===== src/include/gpb_defines.vh =====
`ifndef GPB_DEFINES_VH
`define GPB_DEFINES_VH

// register indices; byte address is four times the index
`define GPB_IDX_PIN60       10'h047
`define GPB_IDX_PIN61       10'h048
`define GPB_IDX_PIN62       10'h049
`define GPB_IDX_B8DATA      10'h04a
`define GPB_IDX_IRQSTAT     10'h060
`define GPB_IDX_IRQMASK     10'h061
`define GPB_IDX_B8RSTEN     10'h062
`define GPB_IDX_B8DIR       10'h063
`define GPB_IDX_PINSTAT     10'h064
`define GPB_IDX_B6DATA      10'h065

// reset values
`define GPB_RST_PIN60       8'h01
`define GPB_RST_PIN61       8'h04
`define GPB_RST_PIN62       8'h01
`define GPB_RST_B8DATA      8'hf0
`define GPB_RST_B8DIR       8'h00
`define GPB_RST_ZERO8       8'h00
`define GPB_RST_ZERO3       3'h0

// configuration field positions
`define GPB_BIT_DIR         0
`define GPB_BIT_POL         1
`define GPB_BIT_FN_LO       2
`define GPB_BIT_FN_HI       3
`define GPB_BIT_ODRAIN      7

// function select encodings
`define GPB_FN_GPIO         2'h0
`define GPB_FN_INDICATOR    2'h1
`define GPB_FN_EDGE_IRQ     2'h2

// interrupt status bit positions
`define GPB_EV_EDGE4        0
`define GPB_EV_EDGE5        1
`define GPB_EV_IRQC         2

`endif


===== src/rtl/gpb_bank_config.v =====
// Contract
// RULE1: config bit 0: one input, zero output
// RULE2: config bit 1 inverts pin value
// RULE3: config bit 7: one open-drain, zero push-pull
// RULE4: pin 6.0 function: gpio, indicator one, edge four
// RULE5: pin 6.1 function: gpio, indicator two, edge five
// RULE6: pin 6.2 bit 2 selects request input C
// RULE7: software never writes reserved function code 11
// RULE8: bank 8 data bit n drives pin n
// RULE9: standby reset: bank 8 outputs, data 0xf0
// RULE10: main or bus reset clears enabled bank 8 bits; the code loads enabled bits from reset data 0xf0 instead
// RULE11: alternate function owns pin, gpio path released
`include "gpb_defines.vh"

module gpb_bank_config (
  input  wire        mclk,
  input  wire        rstn,
  input  wire        ce,
  input  wire        psel,
  input  wire        penable,
  input  wire        pwrite,
  input  wire [11:0] paddr,
  input  wire [31:0] pwdata,
  output reg  [31:0] prdata,
  output reg         pready,
  output reg         pslverr,
  input  wire        mainPowerReset,
  input  wire        hostBusReset,
  input  wire        indicatorOutOne,
  input  wire        indicatorOutTwo,
  output reg         irqRequestInputC,
  output reg         irqOut,
  input  wire [2:0]  bank6PinIn,
  output reg  [2:0]  bank6PinOut,
  output reg  [2:0]  bank6PinOe,
  input  wire [7:0]  bank8PinIn,
  output reg  [7:0]  bank8PinOut,
  output reg  [7:0]  bank8PinOe
);

  // true when the byte address equals the word-aligned address of a register index
  function hit;
    input [11:0] addr;
    input [9:0]  idx;
    begin
      hit = (addr == {idx, 2'b00});
    end
  endfunction

  // pin level and enable for a driven value under the chosen driver type
  function [1:0] drive;
    input val;
    input openDrain;
    begin
      if (openDrain) begin
        drive = {1'b0, ~val}; // only pulls low, pull-up makes the high
      end else begin
        drive = {val, 1'b1};
      end
    end
  endfunction

  reg  [7:0] pin60Reg;
  reg  [7:0] pin61Reg;
  reg  [7:0] pin62Reg;
  reg  [7:0] b8DataReg;
  reg  [7:0] b8DataNext;
  reg  [7:0] b8DirReg;
  reg  [7:0] b8RstEnReg;
  reg  [2:0] b6DataReg;
  reg  [2:0] irqStatReg;
  reg  [2:0] irqStatNext;
  reg  [2:0] irqMaskReg;
  reg  [2:0] b6Sync1Reg;
  reg  [2:0] b6Sync2Reg;
  reg  [2:0] b6PrevReg;
  reg  [7:0] b8Sync1Reg;
  reg  [7:0] b8Sync2Reg;
  reg  [31:0] rdData;
  reg        mapped;
  reg  [2:0] pinDrv;
  reg  [2:0] pinIsOut;
  reg  [2:0] events;
  reg  [1:0] d0;
  reg  [1:0] d1;
  reg  [1:0] d2;
  reg  [7:0] b8Out;
  reg  [7:0] b8Oe;
  integer    i;

  wire       setup  = psel & ~penable;
  wire       wrDone = psel & penable & pready & pwrite;
  wire [1:0] fn60   = pin60Reg[`GPB_BIT_FN_HI:`GPB_BIT_FN_LO];
  wire [1:0] fn61   = pin61Reg[`GPB_BIT_FN_HI:`GPB_BIT_FN_LO];
  wire       fn62   = pin62Reg[`GPB_BIT_FN_LO];
  wire [2:0] polMask = {pin62Reg[`GPB_BIT_POL], pin61Reg[`GPB_BIT_POL], pin60Reg[`GPB_BIT_POL]};
  // pin value as seen by the data path, after optional inversion
  wire [2:0] b6Seen = b6Sync2Reg ^ polMask; // RULE2
  wire [2:0] b6Prev = b6PrevReg ^ polMask;

  // two-flop synchronisers for all pins; bank 6 adds a third stage holding the previous value for edges
  always @(posedge mclk or negedge rstn) begin
    if (!rstn) begin
      b6Sync1Reg <= `GPB_RST_ZERO3;
      b6Sync2Reg <= `GPB_RST_ZERO3;
      b6PrevReg  <= `GPB_RST_ZERO3;
      b8Sync1Reg <= `GPB_RST_ZERO8;
      b8Sync2Reg <= `GPB_RST_ZERO8;
    end else if (ce) begin
      b6Sync1Reg <= bank6PinIn;
      b6Sync2Reg <= b6Sync1Reg;
      b6PrevReg  <= b6Sync2Reg;
      b8Sync1Reg <= bank8PinIn;
      b8Sync2Reg <= b8Sync1Reg;
    end
  end

  // pin events: either edge on 6.0/6.1 in edge mode, rising request on 6.2
  always @* begin
    events = 3'h0;
    if (fn60 == `GPB_FN_EDGE_IRQ) begin
      events[`GPB_EV_EDGE4] = b6Seen[0] ^ b6Prev[0]; // RULE4
    end
    if (fn61 == `GPB_FN_EDGE_IRQ) begin
      events[`GPB_EV_EDGE5] = b6Seen[1] ^ b6Prev[1]; // RULE5
    end
    if (fn62) begin
      events[`GPB_EV_IRQC] = b6Seen[2] & ~b6Prev[2]; // RULE6
    end
  end

  // sticky status: write one clears, a same-cycle event wins over the clear
  always @* begin
    irqStatNext = irqStatReg;
    if (wrDone && hit(paddr, `GPB_IDX_IRQSTAT)) begin
      irqStatNext = irqStatNext & ~pwdata[2:0];
    end
    irqStatNext = irqStatNext | events;
  end

  // bank 8 data: bus write, then selective reset from main power or host bus
  always @* begin
    b8DataNext = b8DataReg;
    if (wrDone && hit(paddr, `GPB_IDX_B8DATA)) begin
      b8DataNext = pwdata[7:0];
    end
    if (mainPowerReset || hostBusReset) begin
      b8DataNext = (b8DataNext & ~b8RstEnReg) | (`GPB_RST_B8DATA & b8RstEnReg); // RULE10
    end
  end

  // software registers; reserved config bits are stored but steer nothing
  always @(posedge mclk or negedge rstn) begin
    if (!rstn) begin
      pin60Reg   <= `GPB_RST_PIN60;
      pin61Reg   <= `GPB_RST_PIN61;
      pin62Reg   <= `GPB_RST_PIN62;
      b8DataReg  <= `GPB_RST_B8DATA; // RULE9
      b8DirReg   <= `GPB_RST_B8DIR; // RULE9
      b8RstEnReg <= `GPB_RST_ZERO8;
      b6DataReg  <= `GPB_RST_ZERO3;
      irqStatReg <= `GPB_RST_ZERO3;
      irqMaskReg <= `GPB_RST_ZERO3;
    end else if (ce) begin
      irqStatReg <= irqStatNext;
      b8DataReg  <= b8DataNext;
      if (wrDone) begin
        if (hit(paddr, `GPB_IDX_PIN60)) begin
          pin60Reg <= pwdata[7:0];
        end
        if (hit(paddr, `GPB_IDX_PIN61)) begin
          pin61Reg <= pwdata[7:0];
        end
        if (hit(paddr, `GPB_IDX_PIN62)) begin
          pin62Reg <= pwdata[7:0];
        end
        if (hit(paddr, `GPB_IDX_B8DIR)) begin
          b8DirReg <= pwdata[7:0];
        end
        if (hit(paddr, `GPB_IDX_B8RSTEN)) begin
          b8RstEnReg <= pwdata[7:0];
        end
        if (hit(paddr, `GPB_IDX_B6DATA)) begin
          b6DataReg <= pwdata[2:0];
        end
        if (hit(paddr, `GPB_IDX_IRQMASK)) begin
          irqMaskReg <= pwdata[2:0];
        end
      end
    end
  end

  // bank 6 routing: the selected function decides direction and source
  always @* begin
    pinIsOut = {~pin62Reg[`GPB_BIT_DIR], ~pin61Reg[`GPB_BIT_DIR], ~pin60Reg[`GPB_BIT_DIR]}; // RULE1
    pinDrv   = b6DataReg ^ polMask; // RULE2
    case (fn60)
      `GPB_FN_GPIO: begin
      end
      `GPB_FN_INDICATOR: begin
        pinIsOut[0] = 1'b1; // RULE11
        pinDrv[0]   = indicatorOutOne ^ polMask[0]; // RULE4
      end
      default: begin
        pinIsOut[0] = 1'b0; // RULE11
      end
    endcase
    case (fn61)
      `GPB_FN_GPIO: begin
      end
      `GPB_FN_INDICATOR: begin
        pinIsOut[1] = 1'b1; // RULE11
        pinDrv[1]   = indicatorOutTwo ^ polMask[1]; // RULE5
      end
      default: begin
        pinIsOut[1] = 1'b0; // RULE11
      end
    endcase
    if (fn62) begin
      pinIsOut[2] = 1'b0; // RULE6
    end
    d0 = drive(pinDrv[0], pin60Reg[`GPB_BIT_ODRAIN]); // RULE3
    d1 = drive(pinDrv[1], pin61Reg[`GPB_BIT_ODRAIN]);
    d2 = drive(pinDrv[2], pin62Reg[`GPB_BIT_ODRAIN]);
  end

  // bank 8 pins: data bit n goes to pin n, always push-pull
  always @* begin
    for (i = 0; i < 8; i = i + 1) begin
      b8Out[i] = b8DataReg[i]; // RULE8
      b8Oe[i]  = ~b8DirReg[i];
    end
  end

  // read mux; unmapped words read zero and raise pslverr
  always @* begin
    rdData = 32'h0000_0000;
    mapped = 1'b1;
    if (hit(paddr, `GPB_IDX_PIN60)) begin
      rdData[7:0] = pin60Reg;
    end else if (hit(paddr, `GPB_IDX_PIN61)) begin
      rdData[7:0] = pin61Reg;
    end else if (hit(paddr, `GPB_IDX_PIN62)) begin
      rdData[7:0] = pin62Reg;
    end else if (hit(paddr, `GPB_IDX_B8DATA)) begin
      rdData[7:0] = (b8DataReg & ~b8DirReg) | (b8Sync2Reg & b8DirReg); // RULE8
    end else if (hit(paddr, `GPB_IDX_IRQSTAT)) begin
      rdData[2:0] = irqStatReg;
    end else if (hit(paddr, `GPB_IDX_IRQMASK)) begin
      rdData[2:0] = irqMaskReg;
    end else if (hit(paddr, `GPB_IDX_B8RSTEN)) begin
      rdData[7:0] = b8RstEnReg;
    end else if (hit(paddr, `GPB_IDX_B8DIR)) begin
      rdData[7:0] = b8DirReg;
    end else if (hit(paddr, `GPB_IDX_PINSTAT)) begin
      rdData[2:0] = b6Seen;
    end else if (hit(paddr, `GPB_IDX_B6DATA)) begin
      rdData[2:0] = b6DataReg;
    end else begin
      mapped = 1'b0;
    end
  end

  // apb answer: one wait-free access phase, prepared during setup
  always @(posedge mclk or negedge rstn) begin
    if (!rstn) begin
      pready  <= 1'b0;
      pslverr <= 1'b0;
      prdata  <= 32'h0000_0000;
    end else if (ce) begin
      if (setup) begin
        pready  <= 1'b1;
        pslverr <= ~mapped;
        prdata  <= pwrite ? 32'h0000_0000 : rdData;
      end else begin
        pready  <= 1'b0;
        pslverr <= 1'b0;
      end
    end
  end

  // registered pin drive and interrupt outputs
  always @(posedge mclk or negedge rstn) begin
    if (!rstn) begin
      bank6PinOut      <= 3'h0;
      bank6PinOe       <= 3'h0; // bank 6 enables clear in reset; pin 6.1 resets to indicator two and drives once reset ends
      bank8PinOut      <= `GPB_RST_B8DATA;
      bank8PinOe       <= ~`GPB_RST_B8DIR; // RULE9
      irqRequestInputC <= 1'b0;
      irqOut           <= 1'b0;
    end else if (ce) begin
      bank6PinOut      <= {d2[1], d1[1], d0[1]};
      bank6PinOe       <= {d2[0], d1[0], d0[0]} & pinIsOut; // RULE11
      bank8PinOut      <= b8Out;
      bank8PinOe       <= b8Oe;
      irqRequestInputC <= fn62 & b6Seen[2]; // RULE6
      irqOut           <= |(irqStatNext & irqMaskReg);
    end
  end

endmodule


===== config.mk =====
export PLATFORM = sky130hd
export DESIGN_NAME = gpb_bank_config
export DESIGN_NICKNAME = d
export VERILOG_FILES = /design/src/rtl/gpb_bank_config.v
export VERILOG_INCLUDE_DIRS = /design/src /design/src/include
export SDC_FILE = /design/constraint.sdc
export NUM_CORES = 1
export LEC_CHECK = 0
export BUFFER_PORTS_ARGS = -buffer_cell sky130_fd_sc_hd__buf_2
export CORE_MARGIN = 2
export CORE_UTILIZATION = 45
export CTS_BUF_LIST = sky130_fd_sc_hd__clkbuf_8
export DETAILED_ROUTE_END_ITERATION = 10
export PLACE_DENSITY_LB_ADDON = 0.3
export RECOVER_POWER = 100
export SYNTH_ARGS = -nofsm -noshare
export SYNTH_HDL_FRONTEND = slang
export SYNTH_SLANG_ARGS = --single-unit

===== constraint.sdc =====
create_clock -name mclk -period 2 [get_ports mclk]
set_input_delay 0.4 -clock mclk [delete_from_list [all_inputs] [get_ports mclk]]
set_output_delay 0.4 -clock mclk [all_outputs]
set_load 0.01 [all_outputs]

==> qor.log <==
[worst_setup_path] Critical Path Fanout Max 3
[floorplanning] overall die width 118 um
[timing] fin worst setup slack 0.0818 ns
[timing] Final Critical Period 1.92 ns
[timing] number of pins exceeding their max-slew limit in the final report 117
[worst_setup_path] Setup Crit Path Kind reg2reg
[detailed_routing] final antenna-violating net count 0
[yosys] Cell Area, Synth 5860 um^2
[place] worst setup timing slack at the placement stage -0.112 ns
[place] post-placement cell area 6630 um^2
[grt] grt total ovfl 0
[hold_path] Hold Path Class in2reg
[power] IR Drop Worst-Case VDD 433 uV
[final_layout] layout cells sized above 1 32.6%
[worst_setup_path] Crit-path slowest cell sky130_fd_sc_hd__or4b_1
[hold_path] hold depth 2
[power] Overall Power 5.22 mW
[clock_tree] TritonCTS clock tree done
[worst_setup_path] required time at the endpoint of the critical path 2.32 ns
[floorplanning] starting density of the core 46.2%
[yosys] synthesized netlist cell count 508
[detailed_routing] via count 4342
[detailed_routing] final wirelength 14700 um
[clock_tree] number of buffers created by CTS 17
[grt] first-pass GRT wire length 24200 um
[clock_tree] quantity of gates resized following cts 0
[yosys] count of synthesis-stage warnings from yosys 0
[worst_setup_path] delay of the slowest critical-path stage 0.47 ns
[yosys] Commonest cells post-synth sky130_fd_sc_hd__dfrtp_1 (97), sky130_fd_sc_hd__mux2_2 (74), sky130_fd_sc_hd__mux2i_1 (33), sky130_fd_sc_hd__o21ai_0 (30), sky130_fd_sc_hd__buf_4 (25)
[yosys] EDFF count, synth 0
[timing] count of final setup violators 0
[yosys] fraction of registers with async set/reset 100%
[grt] vias in the first global route 4460
[place] count of port buffers added during placement 74
[yosys] top_reg_cell synth sky130_fd_sc_hd__dfrtp_1
[timing] worst slack on hold paths 0.179 ns
[worst_setup_path] family of cells with the greatest summed delay on the critical path compound AO/OA/AOI/OAI gates
[clock_tree] latest clock arrival within the worst-skew pair 0.45 ns
[grt] gr usage total 22.3%
[grt] maximum number of pins on one net before global-route repair 117
[worst_setup_path] reg-to-reg slack, setup 0.08 ns
[hold_path] startpoint of the lowest-slack hold path bank8PinIn[4]
[worst_setup_path] critical path, cell by cell or4b_1, a21oi_1, a311oi_1, a211oi_1, buf_4, o21ai_0
[power] leakage power summed over all cells 3.28 nW
[clock_tree] setup bufs post-CTS 0
[floorplanning] Die Height 118 um
[hold_path] Min-Delay Endpoint b8Sync1Reg[4]
[timing] Slew Limit Headroom -4.08%
[clock_tree] Root Buffer Master sky130_fd_sc_hd__clkbuf_8
[yosys] top cell type's share of synthesized area 41.4%
[final_layout] number of antenna diodes 0
[floorplanning] placeable core region 12700 um^2
[outcome] violations in the final reports capacitance limit, slew limit
[job] MaxCap Viol Count 1
[worst_setup_path] Arr. time, crit path 2.24 ns
[yosys] Synth area leaders sky130_fd_sc_hd__dfrtp_1 (41%), sky130_fd_sc_hd__mux2_2 (14%), sky130_fd_sc_hd__dfstp_2 (8.5%), sky130_fd_sc_hd__mux2i_1 (5.6%), sky130_fd_sc_hd__buf_4 (3.2%)
[worst_setup_path] combined buffer and inverter count along the critical path 1
[timing] maximum clock frequency 521 MHz
[timing] Worst-Margin Slew 1.56 ns
[place] Inst Count DP 774
[final_layout] count of placed standard cells in the final layout, fillers left out 806
[timing] final hold violations 0
[timing] unrepaired setup endpoints after global routing no
[clock_tree] CTS HTree Levels 4
[worst_setup_path] Reg2Reg Capture Point prdata[0]
[worst_setup_path] worst-case reg-to-reg path depth 6
[yosys] syn avg cell area 11.5 um^2
[yosys] sequential element share of the synthesized area 49.9%
[detailed_routing] Routed wire per std cell 18.2 um
[yosys] Seq cells post-synth 116
[floorplanning] floorplan die area 14000 um^2
[yosys] library cell with the highest instance count after synthesis sky130_fd_sc_hd__dfrtp_1
[clock_tree] Clk pin slew, worst setup/hold paths 0.07 ns
[timing] share of the clock period used by the worst path after layout 95.9%
[clock_tree] hold buffer count at CTS 0
[detailed_routing] violation count after the first detailed-route iteration 257
[yosys] number of different library cells in the post-synthesis netlist 61
[power] ratio of total power to cell area 752 nW/um^2
[timing] sum of negative setup slack 0 ns
[detailed_routing] total DRC errors in the routed layout 0
[worst_setup_path] type of origin of the critical path flop
[final_layout] final core area utilization 54.8%
[outcome] run status finished, violations left
[floorplanning] # rows 41
[grt] initial antenna violation count 0
[clock_tree] number of buffers on the longest clock path 2
[yosys] largest area contributor in the netlist sky130_fd_sc_hd__dfrtp_1
[detailed_routing] iteration count of the initial detailed-routing pass 5
[place] routability cong. 0.890
[place] half-perimeter wire length after placement 10900 um
[final_layout] synthesis-to-finish area growth 18.4%
[worst_setup_path] Critical Path End Type flop
[timing] skew final 0.00780 ns
[clock_tree] TritonCTS Sinks 116
[floorplanning] total I/O pin count 123
[detailed_routing] via-per-instance ratio 5.39
[final_layout] nets@finish 686
[final_layout] Layout Cell Area excl Fill 6940 um^2
[worst_setup_path] launch point of the worst reg-to-reg path irqStatReg[0]
[layout make-up]
| type | instances | area, um^2 |
|---|---|---|
| inverters | 22 | 82.6 |
| repair buffers | 120 | 652 |
| clock buffers | 18 | 248 |
| flip-flops and latches | 116 | 2930 |
| well taps | 172 | 215 |
| fillers | 1196 | 5730 |
| multi-input cells | 344 | 2650 |
| clock inverters | 14 | 170 |
[layer usage]
| layer | vias to the layer above | wire (um) | part of all wire (%) | track usage (%) |
|---|---|---|---|---|
| li1 | 2014 | - | - | - |
| met1 | 2176 | 6670 | 45 | 29.9 |
| met2 | 136 | 7040 | 48 | 35.8 |
| met3 | 16 | 760 | 5.2 | 5.57 |
| met4 | 0 | 193 | 1.3 | 6.55 |
| met5 | - | 0 | 0 | 0 |
[worst max-delay path by stage]
stage             startpoint     endpoint  slack (ns)  cells after the start
4_1_cts        irqStatReg[0]    prdata[0]        0.14                      6
2_1_floorplan       paddr[6]  pin61Reg[3]        0.02                      5
3_3_place_gp        paddr[9]       irqOut       -0.09                      8
6_report       irqStatReg[0]    prdata[0]        0.08                      6
5_1_grt               pready  pin62Reg[6]        0.05                      6
3_5_place_dp        paddr[9]       irqOut       -0.11                      8
[worst register-to-register path: stages (launching register included)]
cell                       delay (ns)
sky130_fd_sc_hd__dfrtp_1         0.41
sky130_fd_sc_hd__or4b_1          0.47
sky130_fd_sc_hd__a21oi_1         0.26
sky130_fd_sc_hd__a311oi_1        0.09
sky130_fd_sc_hd__a211oi_1        0.33
sky130_fd_sc_hd__buf_4           0.18
sky130_fd_sc_hd__o21ai_0         0.07
[report_power, final]
group,internal (mW),switching [mW]
Clock,1.36,0.948
Combinational,0.178,0.255
Sequential,2.43,0.0518
Total,3.96,1.25
[cells by family (layout without fill, tap and decap cells)]
kind of cell / Yosys count / in the layout / synth area share, %
AO/OA/AOI/OAI: 91 / 91 / 10.2
XOR/XNOR: 8 / 8 / 1.20
buffers and inverters: 71 / 174 / 6.28
flip-flops: 116 / 116 / 49.9
multiplexers: 114 / 114 / 21.2
other: 1 / 24 / 0.0640
AND/OR/NAND/NOR: 107 / 107 / 11.1
[placed cells by master, fill, tap and decap left out, drive strengths merged, types with 15 or more instances in the layout]
master,n
mux2i,33
dfstp,19
inv,26
buf,72
a21oi,15
conb,24
nand2,24
clkbuf,66
nor2,16
mux2,81
dfrtp,97
o21ai,30
[registers in the layout (all words and copies together), names as in the netlist, 8 cells and up]
register	count
b8DataReg	8
b8Sync2Reg	8
pin62Reg	8
bank8PinOut	8
b8DirReg	8
b8Sync1Reg	8
pin60Reg	8
b8RstEnReg	8
prdata	8
bank8PinOe	8
pin61Reg	8
(Power assumes the default switching activity.)
